## src/logic/regbank_pkg.sv

```systemverilog
// Register map, reset values, field positions and slew timing of the converter register bank.
package regbank_pkg;
    // ========================================================================
    // Register offsets
    localparam logic [7:0] OFS_IDENT = 8'h00;
    localparam logic [7:0] OFS_CONFIG = 8'h01;
    localparam logic [7:0] OFS_VSEL = 8'h02;
    localparam logic [7:0] OFS_CTRL = 8'h03;
    localparam logic [7:0] OFS_STATUS = 8'h04;
    localparam logic [7:0] OFS_SETTINGS = 8'h05;
    // ========================================================================
    // Reset values
    localparam logic [7:0] RST_CONFIG = 8'h0a;
    localparam logic [7:0] RST_VSEL = 8'h28;
    localparam logic [7:0] RST_CTRL = 8'h0a;
    localparam logic [7:0] RST_STATUS = 8'h00;
    localparam logic [7:0] RST_SETTINGS = 8'ha4;
    // Arbitrary identity value, not any real maker's code.
    localparam logic [7:0] IDENT_DEFAULT = 8'h5a;
    // ========================================================================
    // Field positions and masks
    localparam int SLEW_LSB = 2;
    localparam int FREQ_LSB = 0;
    localparam logic [7:0] CONFIG_WMASK = 8'h0f;
    localparam logic [7:0] VSEL_WMASK = 8'h7f;
    // ========================================================================
    // Slew timing: one 10 mV code step per interval, 10 MHz clock.
    localparam int CLK_MHZ = 10;
    localparam int STEP_MV = 10;
    localparam int SLEW20_MV_US = 20;
    localparam int SLEW15_MV_US = 15;
    localparam int SLEW10_MV_US = 10;
    localparam int SLEW5_MV_US = 5;
    // Interval in cycles = step / rate * clock rate, rounded down, so never longer than the exact time.
    localparam int STEP20_CYC = STEP_MV * CLK_MHZ / SLEW20_MV_US;
    localparam int STEP15_CYC = STEP_MV * CLK_MHZ / SLEW15_MV_US;
    localparam int STEP10_CYC = STEP_MV * CLK_MHZ / SLEW10_MV_US;
    localparam int STEP5_CYC = STEP_MV * CLK_MHZ / SLEW5_MV_US;
    // Switching frequency codes in 100 kHz units.
    localparam logic [3:0] FSW_CODE0 = 4'h6;
    localparam logic [3:0] FSW_CODE1 = 4'h8;
    localparam logic [3:0] FSW_CODE2 = 4'ha;
    localparam logic [3:0] FSW_CODE3 = 4'hf;
    typedef enum logic [1:0] {
        RAMP_IDLE = 2'b00,
        RAMP_UP = 2'b01,
        RAMP_DOWN = 2'b10
    } ramp_state_t;
endpackage

```

## src/logic/vid_ramp.sv

```systemverilog
// Stepper that moves the voltage target towards the selected code at a chosen rate.
`timescale 1ns/100ps
module vid_ramp #(
    parameter int CODE_W = 7
) (
    // Clock and reset
    input wire logic clk,
    input wire logic resetn,
    // Control
    input wire logic [CODE_W-1:0] resetCode,
    input wire logic [CODE_W-1:0] goalCode,
    input wire logic [7:0] stepCycles,
    // Result
    output logic [CODE_W-1:0] targetCode,
    output logic ramping
);
    regbank_pkg::ramp_state_t state_q, state_d;
    logic [CODE_W-1:0] target_q;
    logic [7:0] timer_q;
    logic primed_q;
    wire logic tick = (timer_q + 8'h01 >= stepCycles);
    wire logic above = goalCode > target_q;
    wire logic below = goalCode < target_q;

    always_comb begin
        case ({above, below})
            2'b10: state_d = regbank_pkg::RAMP_UP;
            2'b01: state_d = regbank_pkg::RAMP_DOWN;
            default: state_d = regbank_pkg::RAMP_IDLE;
        endcase
    end

    // ========================================================================
    // Target stepping
    // Rate-limited stepping.
    always_ff @(posedge clk or negedge resetn) begin
        if (!resetn) begin
            state_q <= regbank_pkg::RAMP_IDLE;
            target_q <= '0;
            timer_q <= 8'h00;
            primed_q <= 1'b0;
        end else if (!primed_q) begin
            // The reset code is a port, so it is loaded after release.
            target_q <= resetCode;
            primed_q <= 1'b1;
        end else begin
            state_q <= state_d;
            if (state_d == regbank_pkg::RAMP_IDLE || tick) begin
                timer_q <= 8'h00;
            end else begin
                timer_q <= timer_q + 8'h01;
            end
            if (tick) begin
                case (state_d)
                    regbank_pkg::RAMP_UP: target_q <= target_q + CODE_W'(1);
                    regbank_pkg::RAMP_DOWN: target_q <= target_q - CODE_W'(1);
                    default: target_q <= target_q;
                endcase
            end
        end
    end

    assign targetCode = target_q;
    assign ramping = state_q != regbank_pkg::RAMP_IDLE;
endmodule

```

## src/logic/buck_converter_config_regs.sv

```systemverilog
// Configuration register bank of the step-down converter with slew-limited voltage target.
`timescale 1ns/100ps
// Function
// - Offset 0x00 reads a fixed 8-bit identity code; writes are ignored.
// - Bits 3:2 of offset 0x01 select 20/15/10/5 mV/us slew, reset 10b.
// - Bits 1:0 of offset 0x01 select 0.6/0.8/1.0/1.5 MHz, reset 10b.
// - Offset 0x01 resets to 0x0a; bits 7:4 read as zero.
// - Offset 0x02 holds voltage code; bit 7 read-only; reset 0x28.
module buck_converter_config_regs #(
    parameter logic [7:0] IDENT_CODE = regbank_pkg::IDENT_DEFAULT
) (
    // Clock and reset
    input wire logic clk,
    input wire logic resetn,
    // Register access from the serial interface
    input wire logic regWrite,
    input wire logic regRead,
    input wire logic [7:0] regAddr,
    input wire logic [7:0] regWdata,
    output logic [7:0] regRdata,
    output logic regValid,
    // Converter status from the analogue side
    input wire logic [7:0] statusIn,
    // Decoded controls to the converter
    output logic [6:0] voltageTarget,
    output logic voltageRamping,
    output logic [1:0] voltageSlewSelect,
    output logic [3:0] switchFreq,
    output logic [7:0] converterControl,
    output logic [7:0] converterSettings
);
    // ========================================================================
    // Stored registers
    logic [7:0] config_q;
    logic [7:0] vsel_q;
    logic [7:0] ctrl_q;
    logic [7:0] settings_q;
    logic [7:0] status_q;
    logic [7:0] rdata_q;
    logic valid_q;
    // Registered copies of the ramp state and of the frequency decode.
    logic [6:0] vtarget_q;
    logic ramp_q;
    logic [3:0] fsw_q;

    // ========================================================================
    // Address decoding
    wire logic selIdent = regAddr == regbank_pkg::OFS_IDENT;
    wire logic selConfig = regAddr == regbank_pkg::OFS_CONFIG;
    wire logic selVsel = regAddr == regbank_pkg::OFS_VSEL;
    wire logic selCtrl = regAddr == regbank_pkg::OFS_CTRL;
    wire logic selStatus = regAddr == regbank_pkg::OFS_STATUS;
    wire logic selSettings = regAddr == regbank_pkg::OFS_SETTINGS;
    // The identity, the status and unmapped offsets have no write strobe at all.
    wire logic hitConfig = regWrite && selConfig;
    wire logic hitVsel = regWrite && selVsel;
    wire logic hitCtrl = regWrite && selCtrl;
    wire logic hitSettings = regWrite && selSettings;

    // ========================================================================
    // Write masks
    // Reserved config bits forced low; vsel bit 7 keeps its stored value.
    wire logic [7:0] configWr = regWdata & regbank_pkg::CONFIG_WMASK;
    wire logic [7:0] vselWr = (regWdata & regbank_pkg::VSEL_WMASK) |
                              (vsel_q & ~regbank_pkg::VSEL_WMASK);

    // ========================================================================
    // Field extraction
    wire logic [1:0] slewField = config_q[regbank_pkg::SLEW_LSB +: 2];
    wire logic [1:0] freqField = config_q[regbank_pkg::FREQ_LSB +: 2];

    // ========================================================================
    // Field decoding
    // Rounded-down intervals make the 15 mV/us code slightly faster than nominal.
    // Slew code to step interval.
    wire logic [7:0] stepCycles =
        slewField == 2'b00 ? 8'(regbank_pkg::STEP20_CYC) :
        slewField == 2'b01 ? 8'(regbank_pkg::STEP15_CYC) :
        slewField == 2'b10 ? 8'(regbank_pkg::STEP10_CYC) :
                             8'(regbank_pkg::STEP5_CYC);
    wire logic [3:0] fswNext =
        freqField == 2'b00 ? regbank_pkg::FSW_CODE0 :
        freqField == 2'b01 ? regbank_pkg::FSW_CODE1 :
        freqField == 2'b10 ? regbank_pkg::FSW_CODE2 :
                             regbank_pkg::FSW_CODE3;

    // Identity is a constant read path.
    // Unmapped offsets read as zero rather than aliasing a real register.
    wire logic [7:0] readMux =
        selIdent ? IDENT_CODE :
        selConfig ? config_q :
        selVsel ? vsel_q :
        selCtrl ? ctrl_q :
        selStatus ? status_q :
        selSettings ? settings_q : 8'h00;

    wire logic [6:0] rampTarget;
    wire logic rampBusy;

    // ========================================================================
    // Writable registers
    // One short process per register keeps each write strobe local to its own flops.
    // Slew and frequency bits.
    always_ff @(posedge clk or negedge resetn) begin
        if (!resetn) begin
            config_q <= regbank_pkg::RST_CONFIG;
        end else if (hitConfig) begin
            config_q <= configWr;
        end
    end

    always_ff @(posedge clk or negedge resetn) begin
        if (!resetn) begin
            vsel_q <= regbank_pkg::RST_VSEL;
        end else if (hitVsel) begin
            vsel_q <= vselWr;
        end
    end

    // Control and settings bytes are stored whole; their fields act outside this block.
    always_ff @(posedge clk or negedge resetn) begin
        if (!resetn) begin
            ctrl_q <= regbank_pkg::RST_CTRL;
        end else if (hitCtrl) begin
            ctrl_q <= regWdata;
        end
    end

    always_ff @(posedge clk or negedge resetn) begin
        if (!resetn) begin
            settings_q <= regbank_pkg::RST_SETTINGS;
        end else if (hitSettings) begin
            settings_q <= regWdata;
        end
    end

    // ========================================================================
    // Status capture
    // Status is resampled every cycle, so a read returns it at most one cycle old.
    always_ff @(posedge clk or negedge resetn) begin
        if (!resetn) begin
            status_q <= regbank_pkg::RST_STATUS;
        end else begin
            status_q <= statusIn;
        end
    end

    // ========================================================================
    // Read answer
    // Read data hold between reads, so a late look by the host still sees the answer.
    always_ff @(posedge clk or negedge resetn) begin
        if (!resetn) begin
            rdata_q <= 8'h00;
        end else if (regRead) begin
            rdata_q <= readMux;
        end
    end

    always_ff @(posedge clk or negedge resetn) begin
        if (!resetn) begin
            valid_q <= 1'b0;
        end else begin
            valid_q <= regRead;
        end
    end

    // ========================================================================
    // Registered converter controls
    always_ff @(posedge clk or negedge resetn) begin
        if (!resetn) begin
            vtarget_q <= '0;
        end else begin
            vtarget_q <= rampTarget;
        end
    end

    always_ff @(posedge clk or negedge resetn) begin
        if (!resetn) begin
            ramp_q <= 1'b0;
        end else begin
            ramp_q <= rampBusy;
        end
    end

    always_ff @(posedge clk or negedge resetn) begin
        if (!resetn) begin
            fsw_q <= regbank_pkg::FSW_CODE2;
        end else begin
            fsw_q <= fswNext;
        end
    end

    // ========================================================================
    // Voltage ramp
    // The ramp loads its start code one edge after release, as its reset takes constants only.
    // Slew-limited voltage target.
    vid_ramp #(
        .CODE_W(7)
    ) u_ramp (
        .clk(clk),
        .resetn(resetn),
        .resetCode(regbank_pkg::RST_VSEL[6:0]),
        .goalCode(vsel_q[6:0]),
        .stepCycles(stepCycles),
        .targetCode(rampTarget),
        .ramping(rampBusy)
    );

    // ========================================================================
    // Output ports
    assign regRdata = rdata_q;
    assign regValid = valid_q;
    assign voltageTarget = vtarget_q;
    assign voltageRamping = ramp_q;
    assign voltageSlewSelect = config_q[regbank_pkg::SLEW_LSB +: 2];
    assign switchFreq = fsw_q;
    assign converterControl = ctrl_q;
    assign converterSettings = settings_q;
endmodule

```

## config.mk

```make
export PLATFORM = sky130hd
export DESIGN_NAME = buck_converter_config_regs
export DESIGN_NICKNAME = d
export VERILOG_FILES = /design/src/logic/regbank_pkg.sv /design/src/logic/vid_ramp.sv /design/src/logic/buck_converter_config_regs.sv
export SDC_FILE = /design/constraint.sdc
export NUM_CORES = 1
export LEC_CHECK = 0
export ABC_AREA = 1
export BUFFER_PORTS_ARGS = -buffer_cell sky130_fd_sc_hd__buf_2
export CAP_MARGIN = 20
export CORE_ASPECT_RATIO = 1.1
export CORE_UTILIZATION = 45
export DETAILED_ROUTE_END_ITERATION = 10
export GPL_TIMING_DRIVEN = 0
export PLACE_DENSITY = 0.63
export RECOVER_POWER = 50
export SYNTH_ARGS = -nofsm -noshare
export SYNTH_HDL_FRONTEND = slang
export SYNTH_SLANG_ARGS = --single-unit
export TNS_END_PERCENT = 50
```

## constraint.sdc

```tcl
create_clock -name clk -period 3.1 [get_ports clk]
set_input_delay 0.62 -clock clk [delete_from_list [all_inputs] [get_ports clk]]
set_output_delay 0.62 -clock clk [all_outputs]
set_load 0.02 [all_outputs]
```

=== Word-level counts from Yosys, hierarchy flattened ===
Cells that the tools add are included.

* Reduce and logical (&&, ||, !) cells: 11
* Bitwise operators: 1
* Order comparisons: 3
* Mux-type cells: 17
* Add/subtract/negate cells: 3
* Equal/unequal tests: 15

{| class="wikitable"
|+ Operator list
! kind !! number
|-
| 8-bit two-way mux || 7
|-
| 8-bit by 2-bit equality test with 1-bit output (second input constant) || 2
|-
| 8-bit by 3-bit equality test with 1-bit output (second input constant) || 2
|-
| 5-bit two-way mux || 3
|-
| 7-bit two-way mux || 2
|-
| 7-bit one-hot mux with 2 select lines || 1
|-
| 8-bit by 1-bit adder with 8-bit output (second input constant) || 1
|-
| 2-bit by 1-bit equality test with 1-bit output (second input constant) || 4
|-
| 2-bit equality test (second input constant) || 4
|-
| 8-bit by 1-bit equality test with 1-bit output (second input constant) || 1
|-
| 8-bit by 5-bit >= comparator with 1-bit output || 1
|-
| 8-bit zero test || 1
|-
| 7-bit by 8-bit OR with 8-bit output || 1
|-
| 7-bit by 1-bit adder with 7-bit output (second input constant) || 1
|-
| 7-bit greater-than comparator || 1
|-
| 7-bit less-than comparator || 1
|-
| 7-bit by 1-bit subtractor with 7-bit output (second input constant) || 1
|-
| 2-bit zero test || 3
|-
| 3-bit two-way mux || 2
|-
| 1-bit logical AND || 4
|-
| 4-bit two-way mux || 1
|-
| 2-bit one-hot mux with 2 select lines || 1
|-
| 3-bit inequality test (second input constant) || 1
|-
| 2-bit inequality test (second input constant) || 1
|-
| other kinds (3) || 3
|}

* Register bits after elaboration: 75
* Word-level logic and storage cells: 64
* Output and inout bits: 39
* Input bits: 28

=== Depth between registers and ports, before layout ===
* Depth after elaboration: 7
* Gate-level depth with buffers: 19
* Gate-level depth less buffers: 19

=== Modules after synthesis ===
Synthesis repeated with hierarchy kept, for this count alone.

* Cells, all modules: 464
* Area total of the unflattened synthesis: 4257.8 µm²

{| class="wikitable"
|+ Modules (own cells, without submodules)
! module !! cells an instance !! area each (µm²) !! times used
|-
| buck_converter_config_regs || 251 || 2628.8 || 1
|-
| vid_ramp || 213 || 1629.1 || 1
|}

=== Least setup slack after synthesis ===
Ideal clock, no wire load.

* Path type: flip-flop to flip-flop
* From: register u_ramp.target_q[6] (netlist: u_ramp.targetCode[6])
* To: register u_ramp.target_q[6] (netlist: u_ramp.targetCode[6])
* Slack: 0.729 ns
* Arrival time: 2.254 ns
* Cell stages (with the launch flop): 19
* Path buffers: 0
* Cells stage by stage: dfrtp_1 inv_1 ha_1 nand2_1 inv_2 a21oi_2 nand2_2 inv_1 ha_1 nand2_1 inv_1 o21ai_1 nand2_1 nor2_1 nand3_1 nand2_1 nor2_1 nand2_1 nand2_1

* Longest elaborated chain between the ends: 7

{| class="wikitable"
|+ RTL lines
! item !! RTL line !! source
|-
| start: declaration || vid_ramp.sv:18 || <nowiki>logic [CODE_W-1:0] target_q;</nowiki>
|-
| start signal: assignment || vid_ramp.sv:44 || <nowiki>target_q <= resetCode;</nowiki>
|-
| start signal: assignment || vid_ramp.sv:55 || <nowiki>regbank_pkg::RAMP_UP: target_q <= target_q + CODE_W'(1);</nowiki>
|-
| start signal: assignment || vid_ramp.sv:56 || <nowiki>regbank_pkg::RAMP_DOWN: target_q <= target_q - CODE_W'(1);</nowiki>
|-
| 7-bit less-than comparator / 7-bit greater-than comparator (equally long branches) || vid_ramp.sv:23, vid_ramp.sv:22 ||
|-
| 2-bit by 1-bit equality test with 1-bit output / 2-bit equality test (equally long branches) || vid_ramp.sv:26 || <nowiki>case ({above, below})</nowiki>
|-
| 2-bit one-hot mux with 2 select lines * || vid_ramp.sv:26 ||
|-
| named net u_ramp.state_d[1] || vid_ramp.sv:17 || <nowiki>regbank_pkg::ramp_state_t state_q, state_d;</nowiki>
|-
| 2-bit equality test / 2-bit by 1-bit equality test with 1-bit output (equally long branches) || vid_ramp.sv:54 || <nowiki>case (state_d)</nowiki>
|-
| 7-bit one-hot mux with 2 select lines || vid_ramp.sv:54 ||
|-
| 7-bit two-way mux || vid_ramp.sv:53 || <nowiki>if (tick) begin</nowiki>
|-
| 7-bit two-way mux || vid_ramp.sv:42 || <nowiki>end else if (!primed_q) begin</nowiki>
|}

Mark *: on every way through the listed nets, which the timed path passes. The rest lies on a longest branch. The select of a mux whose other input is x is not followed.
A chain may end at the register's enable or synchronous reset.

=== Worst setup path after layout ===
Same ends and word-level chain as after synthesis.

==> flow_metrics.py <==
metrics = {
    "place": {
        "hpwl_um": 6340,
        "place_area_um2": 4380,
        "gp_congestion": 0.877,
        "io_buffers": 66,
        "dp_cells": 621,
    },
    "yosys": {
        "synth_edf_count": 0,
        "ys_seq_area_share_pct": 48.0,
        "yosysUniqueCellTypes": 43,
        "synthTopCellsByArea": "dfrtp_1 41%, nand2_1 11%, ha_1 8.1%",
        "synth_ff_type": "dfrtp_1",
        "yosys_register_bits": 74,
        "netlist_instances": 443,
        "yosys_warnings": 0,
        "synth.most_common_cell": "nand2_1",
        "synth_top_area_share_pct": 40.6,
        "synthArstFlopShare_pct": 100,
        "synth_area_um2": 3880,
        "ys_top_cells_by_count": "119 x nand2_1, 63 x dfrtp_1, 49 x inv_1, 31 x nand3_1, 29 x o21ai_1",
        "synth_fp_nets": 497,
        "synth_area_leader_cell": "dfrtp_1",
        "synth_area_per_cell_um2": 8.77,
    },
    "timing": {
        "relSlewSlack_pct": 11.5,
        "slew_violations": 0,
        "rsz0062_at_grt": "no",
        "hold_viol": 0,
        "fin_setup_tns_ps": 0,
        "final-setup-viol-count": 0,
        "post-route-period-util_pct": 88.1,
        "fmax_mhz": 366,
        "finClkSkew_ps": 10.9,
        "min_period_ps": 2730,
        "max_slew.worst_pin.slew_ps": 1330,
    },
    "detailed_routing": {
        "drt_iter0_markers": 156,
        "antenna_left": 0,
        "routed-via-count": 3137,
        "vias_per_cell": 4.92,
        "routed_wl_um": 8170,
        "wl_per_cell_um": 12.8,
        "drtPass1Iterations": 4,
        "route.detailed.drc": 0,
    },
    "power": {
        "power_density_nw_per_um2": 636,
        "p_leak_nw": 2.36,
        "ir_worst_vdd_v": 0.000257,
        "total_power_mw": 2.89,
    },
    "cts": {
        "cts_post_setup_buffers_inserted": 0,
        "htree_levels": 3,
        "clockRootBuffer": "clkbuf_8",
        "path_clk_slew_ps": 80,
        "cts_tree": "yes",
        "clock_sinks": 74,
        "cts_hold_buf": 0,
        "clk_latency_ps": 340,
        "cts_made_buffers": 9,
        "cts_resized": 0,
        "clk_path_buf_depth": 2,
    },
    "setup_path": {
        "reg2reg_depth": 18,
        "worstPathRequired_ps": 3330,
        "cp_slowest_cell": "dfrtp_1",
        "timing.setup.critical_path_class": "reg2reg",
        "rr_endpoint": "u_ramp.targetCode[6]",
        "crit_path_max_incr_delay_ps": 430,
        "path_buf_inv": 4,
        "r2r-start": "u_ramp.targetCode[6]",
        "crit_top_cell": "nand2_1",
        "critPathTopFamily": "simple AND/OR/NAND/NOR gates",
        "end_kind": "register",
        "crit_chain": "inv_1 > ha_1 > nand2_1 > inv_2 > a21oi_2 > nand2_2 > inv_1 > ha_1 > nand2_1 > inv_1 > o21ai_1 > nand2_1 > nor2_1 > nand3_1 > nand2_1 > nor2_1 > nand2_1 > nand2_1",
        "cp.arrival_ps": 2960,
        "setup.worst_path.start_class": "register",
        "worstPathMaxFanout": 6,
        "r2r_slack_ps": 370,
    },
    "floorplanning": {
        "die_width_um": 90.6,
        "die_area_um2": 9010,
        "start_util_pct": 46.4,
        "die_y_um": 99.5,
        "pin_count": 67,
        "core_area_um2": 8360,
        "rows": 35,
    },
    "global_route": {
        "grt.overflow.total": 0,
        "grt_max_degree": 57,
        "grtUsageTotal_pct": 19.9,
        "grt_pass1_vias": 3023,
        "grt_pass1_wl_um": 14100,
        "antenna_found_initial": 0,
    },
    "cells_and_area": {
        "postLayoutCellArea_um2": 4550,
        "post-route-util_pct": 54.3,
        "areaGrowthSynthToFinish_pct": 17.0,
        "drive_gt1_share_pct": 27.2,
        "n_antenna_cell": 0,
        "fin_nets": 575,
        "final_cells": 637,
    },
    "outcome": {
        "status": "finished clean",
    },
    "min_path": {
        "hold_path_class": "in2reg",
        "min_from": "statusIn[0]",
        "whs_endpoint": "status_q[0]",
        "worst_hold_path.num_cells": 1,
    },
    "run": {
        "max_cap_violations": 0,
    },
}
worst max-delay path by stage:
stage / start / to / slack [ps] / cells past startpoint
6_report: u_ramp.targetCode[6] / u_ramp.targetCode[6] / 370 / 18
5_1_grt: u_ramp.targetCode[6] / u_ramp.targetCode[6] / 140 / 17
4_1_cts: u_ramp.targetCode[6] / u_ramp.targetCode[6] / 380 / 18
3_5_place_dp: u_ramp.targetCode[6] / u_ramp.targetCode[6] / 410 / 18
3_3_place_gp: u_ramp.targetCode[6] / u_ramp.targetCode[6] / 470 / 18
2_1_floorplan: u_ramp.targetCode[6] / u_ramp.targetCode[6] / 730 / 18
worst register-to-register path: stages (launching register included):
cell	delay, ps
dfrtp_1	430
inv_1	100
ha_1	310
nand2_1	140
inv_2	50
a21oi_2	190
nand2_2	130
inv_1	210
ha_1	320
nand2_1	90
inv_1	50
o21ai_1	160
nand2_1	70
nor2_1	100
nand3_1	80
nand2_1	60
nor2_1	40
nand2_1	70
nand2_1	40
metrics by stage:
stage | hold slack (ps) | worst slack [ps]
detailed placement | 450 | 411
global route | 360 | 140
global placement | 442 | 472
finish | 378 | 369
floorplan | 324 | 729
CTS | 150 | 376
report_power, final:
part | internal (mW) | total, mW | switching, mW
registers | 1.09 | 1.19 | 0.101
logic | 0.365 | 0.964 | 0.599
clock network | 0.393 | 0.734 | 0.341
final cells by class:
type,instances,area [µm²]
multi-input combinational,299,1730
buffer,8,52.6
clock buffer,13,149
tap,111,139
sequential,74,1870
timing repair buffer,67,333
clock inverter,3,40.0
inverter,62,233
fill,789,3820
state kept, by name (all words and copies together) (netlist names):
signal             count
converterSettings      8
u_ramp.targetCode      7
u_ramp.primed_q        1
regRdata               8
voltageRamping         1
vsel_q                 7
switchFreq             4
status_q               8
config_q               4
voltageTarget          7
u_ramp.timer_q         8
u_ramp.state_q         2
converterControl       8
regValid               1
per-layer routing:
layer | track usage [%] | up-vias | wire, µm
met5 | 0 | - | 0
met4 | 8.06 | 0 | 119
met3 | 4.05 | 8 | 283
met2 | 34.0 | 64 | 4120
met1 | 24.5 | 1476 | 3650
li1 | - | 1589 | -
layout by cell type, fill, tap and decap left out, drive strengths merged:
master / netlist / final
a21o: 1 / 1
a21oi: 15 / 15
a31o: 1 / 1
buf: 7 / 71
bufinv: 0 / 1
clkbuf: 1 / 17
clkinv: 2 / 4
conb: 1 / 1
dfrtp: 63 / 63
dfstp: 11 / 11
fa: 1 / 1
ha: 25 / 25
inv: 60 / 60
nand2: 131 / 131
nand3: 34 / 34
nand4: 11 / 11
nor2: 23 / 23
nor3: 6 / 6
o2111ai: 1 / 1
o211ai: 1 / 1
o21a: 1 / 1
o21ai: 38 / 38
o21bai: 1 / 1
o22ai: 1 / 1
or2: 2 / 2
xnor2: 2 / 2
xor2: 3 / 3
logic make-up after synthesis:
kind of cell	synth area share, %
xor gates and xnor gates	1.13
other	0.0965
and+or+nand+nor	25.5
buffers and inverters	7.34
DFF	48.0
AOI/OAI and AO/OA	9.37
adders and majority gates	8.57
(Power assumes the default switching activity.)
